<file path="config.mk">
export PLATFORM = sky130hd
export DESIGN_NAME = scr_ctrl_regs
export DESIGN_NICKNAME = d
export VERILOG_FILES = /design/src/scr_pkg.sv /design/src/scr_adc_filter.sv /design/src/scr_ctrl_regs.sv
export SDC_FILE = /design/constraint.sdc
export NUM_CORES = 1
export LEC_CHECK = 0
export CORE_MARGIN = 4
export CORE_UTILIZATION = 69
export DETAILED_ROUTE_END_ITERATION = 8
export DONT_BUFFER_PORTS = 1
export HOLD_SLACK_MARGIN = 0.15
export PLACE_DENSITY = 0.93
export SKIP_CTS_REPAIR_TIMING = 1
export SLEW_MARGIN = 20
export SYNTH_ARGS = -nofsm -noshare
export SYNTH_HDL_FRONTEND = slang
export SYNTH_SLANG_ARGS = --single-unit
</file>
<file path="constraint.sdc">
create_clock -name clk -period 4.03 [get_ports clk]
set_input_delay 0.2015 -clock clk [delete_from_list [all_inputs] [get_ports clk]]
set_output_delay 0.2015 -clock clk [all_outputs]
set_load 0.1 [all_outputs]
</file>
<file path="src/scr_pkg.sv">
// shared constants and carrier types of the sensor conditioner register bank
package scr_pkg;
    // byte addresses of the map
    localparam logic [7:0] SCR_ADDR_CFG = 8'h80;
    localparam logic [7:0] SCR_ADDR_ROW1 = 8'h81;
    localparam logic [7:0] SCR_ADDR_ROW2 = 8'h82;
    localparam logic [7:0] SCR_ADDR_CODE1 = 8'h83;
    localparam logic [7:0] SCR_ADDR_CODE2 = 8'h84;
    localparam logic [7:0] SCR_ADDR_SRC = 8'h85;
    localparam logic [7:0] SCR_ADDR_PERMIT = 8'h86;
    localparam logic [7:0] SCR_ADDR_RESULT = 8'h87;
    localparam logic [3:0] SCR_MAP_PAGE = 4'h8;
    localparam logic [7:0] SCR_RSVD_FIRST = 8'h88;
    // general_config fields
    localparam int SCR_VREF_BIT = 2;
    localparam int SCR_FILTER_BIT = 4;
    localparam int SCR_PERSIST_BIT = 5;
    localparam int SCR_GEN1_BIT = 6;
    localparam int SCR_GEN2_BIT = 7;
    // manual_source_select fields
    localparam int SCR_T1_SEL_BIT = 4;
    localparam int SCR_C1_SEL_BIT = 5;
    localparam int SCR_T2_SEL_BIT = 6;
    localparam int SCR_C2_SEL_BIT = 7;
    // write_permit
    localparam int SCR_PERMIT_BIT = 7;
    localparam logic [7:0] SCR_PERMIT_SET = 8'h80;
    localparam logic [7:0] SCR_PERMIT_CLR = 8'h00;
    // row registers keep only six bits
    localparam logic [7:0] SCR_ROW_MASK = 8'h3f;
    // values after reset
    localparam logic [7:0] SCR_CFG_RST = 8'h08;
    localparam logic [7:0] SCR_BYTE_RST = 8'h00;
    // filter
    localparam int SCR_FILT_MATCH = 4;
    localparam int SCR_FILT_CMP_BITS = 6;
    localparam logic [2:0] SCR_FILT_CNT_RST = 3'h0;

    typedef enum logic [1:0] {
        SCR_LOAD = 2'b01,
        SCR_RUN = 2'b10
    } scr_phase_t;

    // one register access from the serial front end
    typedef struct packed {
        logic wr;
        logic rd;
        logic [7:0] addr;
        logic [7:0] data;
    } scr_req_t;

    // byte handed to the nonvolatile write engine
    typedef struct packed {
        logic valid;
        logic [7:0] addr;
        logic [7:0] data;
    } scr_nv_wr_t;

    // stored contents of the nonvolatile cells, seen at power-up
    typedef struct packed {
        logic [7:0] cfg;
        logic [7:0] row1;
        logic [7:0] row2;
        logic [7:0] code1;
        logic [7:0] code2;
        logic [7:0] src;
    } scr_nv_image_t;
endpackage : scr_pkg

</file>
<file path="src/scr_adc_filter.sv">
// conversion result holder with agreement filter
`timescale 1ns/10ps
module scr_adc_filter #(
    parameter int W = 8
) (
    // clock and reset
    input wire logic clk,
    input wire logic rst_n,
    // control
    input wire logic bypass,
    // conversions
    input wire logic convValid,
    input wire logic [W-1:0] convData,
    // held result
    output logic [W-1:0] result
);
    import scr_pkg::*;

    typedef struct packed {
        logic [W-1:0] prev;
        logic [2:0] count;
        logic [W-1:0] result;
    } scr_filt_state_t;

    scr_filt_state_t state_q, state_d;
    logic same;

    assign same = convData[W-1 -: SCR_FILT_CMP_BITS] == state_q.prev[W-1 -: SCR_FILT_CMP_BITS];

    always_comb begin
        state_d = state_q;
        if (convValid) begin
            state_d.prev = convData;
            if (bypass) begin
                state_d.result = convData;
                state_d.count = SCR_FILT_CNT_RST;
            end else begin
                // first conversion of a run counts as one
                state_d.count = (same && state_q.count != SCR_FILT_CNT_RST) ?
                    state_q.count + 3'h1 : 3'h1;
                if (state_d.count == 3'(SCR_FILT_MATCH)) begin
                    state_d.result = convData;
                    state_d.count = SCR_FILT_CNT_RST;
                end
            end
        end
    end

    always_ff @(posedge clk or negedge rst_n) begin
        if (!rst_n) begin
            state_q <= '0;
        end else begin
            state_q <= state_d;
        end
    end

    assign result = state_q.result;
endmodule : scr_adc_filter

</file>
<file path="src/scr_ctrl_regs.sv">
// control and status register bank of the dual-channel sensor conditioner
// Behaviour
// - filter bypass set: result refreshed every conversion
// - bypass clear: refresh after four matching six-bit results
// - persist clear: bytes 81h-84h kept volatile only
// - persist set: bytes 81h-84h also go nonvolatile
// - generator 1 sources at 0, sinks at 1
// - addresses 88h-8Fh reserved, no function
// - bit 7 of 86h is write permit latch
// - generator 2 sources at 0, sinks at 1
// - table addressed by converter or manual row field
// - converter fed by table row or manual code
// - writes refused without permit; 80h sets, 00h clears
`timescale 1ns/10ps
module scr_ctrl_regs (
    // clock and reset
    input wire logic clk,
    input wire logic rst_n,
    // register access from the serial front end
    input wire scr_pkg::scr_req_t req,
    output logic rdValid,
    output logic [7:0] rdData,
    output logic wrAck,
    output logic wrNack,
    // nonvolatile cells
    input wire scr_pkg::scr_nv_image_t nvImage,
    output scr_pkg::scr_nv_wr_t nvWr,
    // converter and tables
    input wire logic convValid,
    input wire logic [7:0] convData,
    input wire logic [7:0] table1Data,
    input wire logic [7:0] table2Data,
    output logic [5:0] table1Addr,
    output logic [5:0] table2Addr,
    output logic [7:0] converter1Code,
    output logic [7:0] converter2Code,
    // analog configuration
    output logic gen1Sink,
    output logic gen2Sink,
    output logic vrefExternal
);
    import scr_pkg::*;

    typedef struct packed {
        scr_phase_t phase;
        logic [7:0] cfg;
        logic [7:0] row1;
        logic [7:0] row2;
        logic [7:0] code1;
        logic [7:0] code2;
        logic [7:0] src;
        logic permit;
        logic rdValid;
        logic [7:0] rdData;
        logic wrAck;
        logic wrNack;
        scr_nv_wr_t nvWr;
        logic [5:0] t1Addr;
        logic [5:0] t2Addr;
        logic [7:0] c1Code;
        logic [7:0] c2Code;
    } scr_top_state_t;

    scr_top_state_t state_q, state_d;
    logic [7:0] resultByte;
    logic inMap;
    logic allowed;
    logic persist;

    ////////////////////////////////////////////////////////////////////////////
    // conversion result

    scr_adc_filter #(
        .W(8)
    ) u_filter (
        .clk(clk),
        .rst_n(rst_n),
        .bypass(state_q.cfg[SCR_FILTER_BIT]),
        .convValid(convValid),
        .convData(convData),
        .result(resultByte)
    );

    ////////////////////////////////////////////////////////////////////////////
    // access decode

    assign inMap = req.addr[7:4] == SCR_MAP_PAGE;
    // the latch itself must stay writable or it could never be set
    assign allowed = state_q.permit || req.addr == SCR_ADDR_PERMIT;
    assign persist = state_q.cfg[SCR_PERSIST_BIT];

    always_comb begin
        state_d = state_q;
        state_d.rdValid = 1'b0;
        state_d.wrAck = 1'b0;
        state_d.wrNack = 1'b0;
        state_d.nvWr.valid = 1'b0;
        unique case (state_q.phase)
            SCR_LOAD: begin
                // power-up copy of the nonvolatile cells, permit stays clear
                state_d.cfg = nvImage.cfg;
                state_d.row1 = nvImage.row1 & SCR_ROW_MASK;
                state_d.row2 = nvImage.row2 & SCR_ROW_MASK;
                state_d.code1 = nvImage.code1;
                state_d.code2 = nvImage.code2;
                state_d.src = nvImage.src;
                state_d.phase = SCR_RUN;
            end
            SCR_RUN: begin
                if (req.rd) begin
                    state_d.rdValid = 1'b1;
                    unique case (req.addr)
                        SCR_ADDR_CFG: state_d.rdData = state_q.cfg;
                        SCR_ADDR_ROW1: state_d.rdData = state_q.row1;
                        SCR_ADDR_ROW2: state_d.rdData = state_q.row2;
                        SCR_ADDR_CODE1: state_d.rdData = state_q.code1;
                        SCR_ADDR_CODE2: state_d.rdData = state_q.code2;
                        SCR_ADDR_SRC: state_d.rdData = state_q.src;
                        SCR_ADDR_PERMIT: state_d.rdData = {state_q.permit, 7'h00};
                        SCR_ADDR_RESULT: state_d.rdData = resultByte;
                        default: state_d.rdData = SCR_BYTE_RST;
                    endcase
                end else if (req.wr) begin
                    if (inMap && allowed) begin
                        state_d.wrAck = 1'b1;
                        state_d.nvWr.addr = req.addr;
                        state_d.nvWr.data = req.data;
                        unique case (req.addr)
                            SCR_ADDR_CFG: begin
                                state_d.cfg = req.data;
                                state_d.nvWr.valid = 1'b1;
                            end
                            SCR_ADDR_ROW1: begin
                                state_d.row1 = req.data & SCR_ROW_MASK;
                                state_d.nvWr.data = req.data & SCR_ROW_MASK;
                                state_d.nvWr.valid = persist;
                            end
                            SCR_ADDR_ROW2: begin
                                state_d.row2 = req.data & SCR_ROW_MASK;
                                state_d.nvWr.data = req.data & SCR_ROW_MASK;
                                state_d.nvWr.valid = persist;
                            end
                            SCR_ADDR_CODE1: begin
                                state_d.code1 = req.data;
                                state_d.nvWr.valid = persist;
                            end
                            SCR_ADDR_CODE2: begin
                                state_d.code2 = req.data;
                                state_d.nvWr.valid = persist;
                            end
                            SCR_ADDR_SRC: begin
                                state_d.src = req.data;
                                state_d.nvWr.valid = 1'b1;
                            end
                            SCR_ADDR_PERMIT: begin
                                // other patterns leave the latch alone
                                if (req.data == SCR_PERMIT_SET) begin
                                    state_d.permit = 1'b1;
                                end else if (req.data == SCR_PERMIT_CLR) begin
                                    state_d.permit = 1'b0;
                                end
                            end
                            default: begin
                                // result and reserved bytes ignore writes
                                state_d.nvWr.valid = 1'b0;
                            end
                        endcase
                    end else begin
                        state_d.wrNack = 1'b1;
                    end
                end
            end
            default: state_d.phase = SCR_LOAD;
        endcase

        // table addressing and converter inputs
        state_d.t1Addr = state_q.src[SCR_T1_SEL_BIT] ?
            state_q.row1[5:0] : resultByte[7:2];
        state_d.t2Addr = state_q.src[SCR_T2_SEL_BIT] ?
            state_q.row2[5:0] : resultByte[7:2];
        state_d.c1Code = state_q.src[SCR_C1_SEL_BIT] ? state_q.code1 : table1Data;
        state_d.c2Code = state_q.src[SCR_C2_SEL_BIT] ? state_q.code2 : table2Data;
    end

    always_ff @(posedge clk or negedge rst_n) begin
        if (!rst_n) begin
            state_q <= '0;
            state_q.phase <= SCR_LOAD;
            state_q.cfg <= SCR_CFG_RST;
        end else begin
            state_q <= state_d;
        end
    end

    ////////////////////////////////////////////////////////////////////////////
    // outputs

    assign rdValid = state_q.rdValid;
    assign rdData = state_q.rdData;
    assign wrAck = state_q.wrAck;
    assign wrNack = state_q.wrNack;
    assign nvWr = state_q.nvWr;
    assign table1Addr = state_q.t1Addr;
    assign table2Addr = state_q.t2Addr;
    assign converter1Code = state_q.c1Code;
    assign converter2Code = state_q.c2Code;
    assign gen1Sink = state_q.cfg[SCR_GEN1_BIT];
    assign gen2Sink = state_q.cfg[SCR_GEN2_BIT];
    assign vrefExternal = state_q.cfg[SCR_VREF_BIT];

    logic running;
    assign running = state_q.phase == SCR_RUN;
endmodule : scr_ctrl_regs

</file>
======== After elaboration in Yosys (flattened, before gate mapping) ========
Index checks and enable logic that the tools add are counted.
W data, S select, Z words.
cells by class
  $add $sub $neg .......................... 1
  eq/ne operators ......................... 23
  shift-type cells ........................ 0
  divide/modulo/power cells ............... 0
  reductions and logical operators ........ 21
  $mul .................................... 0
  order comparisons ....................... 0
  bitwise operators ....................... 1
  mux-type cells .......................... 31
operators by type and width
  kind                  count
  $mux W49              3
  $pmux W48 S2          1
  $eq A8 B8 Y1 const B  9
  $mux W8               9
  $pmux W8 S8           1
  $mux W19              2
  $reduce_and A5 Y1     6
  $mux W28              1
  $mux W11              2
  $mux W17              1
  $ne A2 B1 Y1 const B  7
  $mux W6               2
  $mux W9               1
  $logic_not A8 Y1      1
  $eq A6 B6 Y1          1
  $reduce_and A6 Y1     1
  $reduce_bool A2 Y1    3
  $mux W1               5
  $eq A4 B4 Y1 const B  1
  $ne A2 B2 Y1 const B  2
  $pmux W2 S2           1
  $reduce_and A2 Y1     2
  $reduce_and A4 Y1     1
  $reduce_or A2 Y1      2
  11 further kinds      12
word-level totals
  RAM bits ................................ 0
  register bits ........................... 126
  memory bits (read-only) ................. 0
  bits in latches ......................... 0
  bits of input ports ..................... 93
  memories kept ........................... 0
  word-level logic and storage cells ...... 99

======== Longest topological paths before layout ========
  word-level depth ........................ 8
  mapped depth ............................ 7
  depth with buffers taken out ............ 6

======== Modules after synthesis ========
From an unflattened synthesis, not the netlist that was laid out.
second synthesis, totals
  cells, all modules ...................... 629
  area total of the unflattened synthesis .. 6496.2 sq um
modules (own cells, without submodules)
  module          area each (sq um)  times used  cells an instance  sequential area each (sq um)
  scr_ctrl_regs   5387.7             1           491                2580.0
  scr_adc_filter  1108.6             1           138                425.4

======== Worst setup path after synthesis ========
OpenSTA, ideal clock, no wires.
  kind .................................... register to register
  start ................................... reg state_q[105] (netlist name)
  end ..................................... reg state_q[57] (netlist name)
  setup time .............................. 0.125 ns
  buffers on the path ..................... 0
  period minus slack after synthesis ...... 1.856 ns
  arrival ................................. 1.731 ns
  path slack .............................. 2.174 ns
  stages on the path, launching flop included .. 5
  data required time ...................... 3.905 ns
  path through ............................ dfstp_2 -> nor2b_1 -> nor2_1 -> o41ai_4 -> mux2_2
on the way
  word-level cells in the longest chain between the ends .. 3
RTL lines
  what                                                         RTL line              source
  start: declaration                                           scr_ctrl_regs.sv:64   scr_top_state_t state_q, state_d;
  start signal: assignment                                     scr_ctrl_regs.sv:191  state_q <= state_d;
  $eq A2 B2 Y1 / $eq A2 B1 Y1 (equally long branches)          scr_ctrl_regs.sv:98   unique case (state_q.phase)
  $ne A2 B1 Y1 (no source line), or another cell as far along  -
  $reduce_and A5 Y1 (no source line)                           -
Several ways; a longest one is shown, not always the timed one.
A chain may end at the register's enable or synchronous reset.

======== Worst setup path in the final report ========
  start ................................... in req[6] (netlist name)
  end ..................................... reg state_q[56] (netlist name)
on the way
  word-level cells in the longest chain between the ends .. 3
RTL lines
  what                                                     RTL line                                    source
  start: declaration                                       scr_ctrl_regs.sv:20                         input wire scr_pkg::scr_req_t req,
  $eq A8 B8 Y1 / $logic_not A8 Y1 (equally long branches)  scr_ctrl_regs.sv:157, scr_ctrl_regs.sv:159
  $reduce_bool A2 Y1 (no source line)                      -
  $reduce_and A6 Y1 (no source line)                       -
Several ways; a longest one is shown, not always the timed one.

==> flow_summary.ini <==
[clocking]
cts_made_buffers = 17
numClockSinks = 120
worst_skew_pair.late_latency_ps = 530
cts_tree = yes
htree_levels = 4
clock-root-buffer = clkbuf_8
cts-root-to-sink-buffers = 2
cts.reportedPaths.clkPinSlew_ps = 60

[final_layout]
fin_cells = 755
synthToLayoutAreaGrowth_pct = 18.65
final_util_pct = 84.51
num-fill-cells = 430
antenna-diode-count = 0
multi_input_comb_area_um2 = 2614
layout.nets = 730
drive_above_1_share_pct = 16.69
seqCellArea_um2 = 3005

[routing]
wirelength_um = 18340
antenna_left = 0
routed_via_density = 6.734
drtIter0Drc = 492
dr.pass1.iters = 5
num_vias = 5084
drc = 0
detail_routed_net_length_per_standard_cell_um = 24.29

[sta]
grt_setup_unrepaired = no
max_slew.worst_pin.slew_ps = 1062
timing.final.crit_share_pct = 72.65
slew_violations = 0
layout_min_cycle_time_ps = 2928
max_clock_freq_mhz = 341.5
clock_skew_ps = 7.041
finalSetupViolCount = 0
hold_violations = 0
final.setup.tns_ps = 0
fin_worst_hold_slack_ps = 122.6
max_slew_margin_pct = 29.11

[power_and_ir_drop]
ir_drop_mv = 0.2972
p_total_uw = 3423
leak_uw = 0.003434
p_per_area_nw_per_um2 = 464.5

[yosys]
number_of_enable_flip_flop_cells_after_synthesis = 0
netlist-cell-type-count = 49
ys_seq_area_share_pct = 48.39
postSynthRegisterBits = 120
synth_fp_nets = 702
yosysWarningCount = 0
netlist_area_um2 = 6211
synth.avg_cell_area_um2 = 10.23
ys.flop_type = dfrtp_1
synthesis.instances = 607
async_flop_share_pct = 100.0

[setup_path]
cpPeakStageDelay_ps = 660
critical_path_peak_fanout = 6
reg2regPathDepth = 4
endpoint_kind = flop
timing.critical_path.cells = dlygate4sd3_1, nor4_1, dlygate4sd3_1, nand4_1, dlygate4sd3_1, o31ai_1, dlygate4sd3_1, nand2_1
timing.critical_path.mode_cell = dlygate4sd3_1
crit_path_top_delay_cell = dlygate4sd3_1
worst-endpoint-arrival_ps = 3340
timing.critical_path.required_ps = 4450
crit_type = input port to flop
timing.critical_path.from_type = input port

[global_route]
first_pass_grt_wire_length_um = 24030
gr-usage-all-layers_pct = 30.55
grt_start_max_net_pins = 121
grt.overflow.total = 0
grt_pass1_vias = 4562
antenna_found_initial = 0

[placement]
detailedPlacementHpwl_um = 11050
place.port_buffers = 0
post-place-cells = 635
gp_routability_congestion = 0.8780

[floorplanning]
floorplan.die.height_um = 102.9
floorplan.io_pins = 152
chipWidth_um = 102.9
initial_utilization_pct = 71.22
fp.coreArea_um2 = 8721
floorplan.die_area_um2 = 10580
std_cell_rows = 34

[run]
cap_violations = 0

[outcome]
run_status = complete, no violations

[hold_path]
min-delay-path-class = input port to flop
min_delay_path_depth = 3
[logic make-up after synthesis]
group                      after synthesis  synth area share (%)
xor gates and xnor gates                 7                0.9871
muxes                                   82                 15.87
AOI/OAI and AO/OA                      104                 11.34
buffers and inverters                  105                 9.629
and+or+nand+nor                        187                 13.38
adders and majority gates                2                0.4028
DFF                                    120                 48.39
[where the power goes]
part | switching (uW) | internal, uW
clock network | 551 | 1030
logic | 141 | 143
registers | 290 | 1270
[worst max-delay path: cells and delay by family]
family | cells | cell delay, ps
AO/OA/AOI/OAI | 1 | 210
AND/OR/NAND/NOR | 3 | 460
buffers and inverters | 4 | 2470
[final timing paths]
| path | from | to | slack (ps) |
|---|---|---|---|
| setup reg to reg | state_q[105]$_DFFE_PN1P_ | nvWr[11]$_DFFE_PN0P_ | 1570 |
| max in group asynchronous | rst_n | state_q[85]$_DFFE_PN0P_ | 3310 |
| setup / recovery | req[6] | state_q[56]$_DFFE_PN0P_ | 1100 |
| hold / removal | req[9] | rdData[3]$_DFFE_PN0P_ | 120 |
| hold reg to reg | state_q[59]$_DFFE_PN0P_ | state_q[59]$_DFFE_PN0P_ | 510 |
| min in group asynchronous | rst_n | table2Addr[2]$_DFF_PN0_ | 300 |
[flip-flops by register name, indices dropped and copies added, names as in the netlist, 6 cells and up]
signal            count
table1Addr            6
u_filter.result       8
u_filter.state_q      9
table2Addr            6
converter1Code        8
nvWr                 17
converter2Code        8
state_q              43
rdData                8
[metrics by stage]
step                      cell area (um^2)  setup WS [ps]
final                                 7370           1102
after floorplan                       6211           2174
after detailed placement              5859           1731
after global placement                5853           1465
after global routing                  7370           1077
after CTS                             6461           1704
[cells in the mapped netlist, drive strengths merged (3+ instances only)]
cell type,instances,area share (%)
mux2,62,11
buf,60,6.9
xor2,4,0.56
nand3,11,0.89
nor2,13,0.79
and2,4,0.40
o311ai,8,1.1
nand2,131,7.9
mux2i,13,2.1
nor4bb,3,0.48
a21oi,10,0.81
nand2b,8,0.85
dfrtp,118,48
xnor2,3,0.42
clkbuf,23,1.4
nor2b,6,0.60
o22ai,7,0.71
inv,22,1.3
o2111ai,6,0.85
mux4,7,2.5
o21ai,50,4.1
a22o,6,0.85
[layer usage]
metal / GRT usage [%] / vias up / routed length (um)
met1: 36.68 / 2475 / 6140
met3: 12.18 / 89 / 2211
met2: 49.40 / 408 / 9172
met5: 0 / - / 0
met4: 12.45 / 0 / 814
li1: - / 2112 / -
[layout by cell type (no fill, tap or decap), types with 8 or more instances in the layout]
master and instances:
mux2_2 61, dlygate4sd3_1 88, nand2_1 131, o21ai_0 46, inv_1 22, o311ai_0 8
dfrtp_1 118, nor2_1 13, mux2i_1 13, nand3_1 11, clkbuf_16 16, a21oi_1 10
[area by class of cell]
type	count	share of cell area, %
inverters	22	1.121
multi-input cells	382	35.47
repair buffers	92	12.63
clock buffers	23	6.197
clock inverters	8	1.969
well taps	108	1.834
flip-flops and latches	120	40.78
Power figures use the tool's default switching activity.
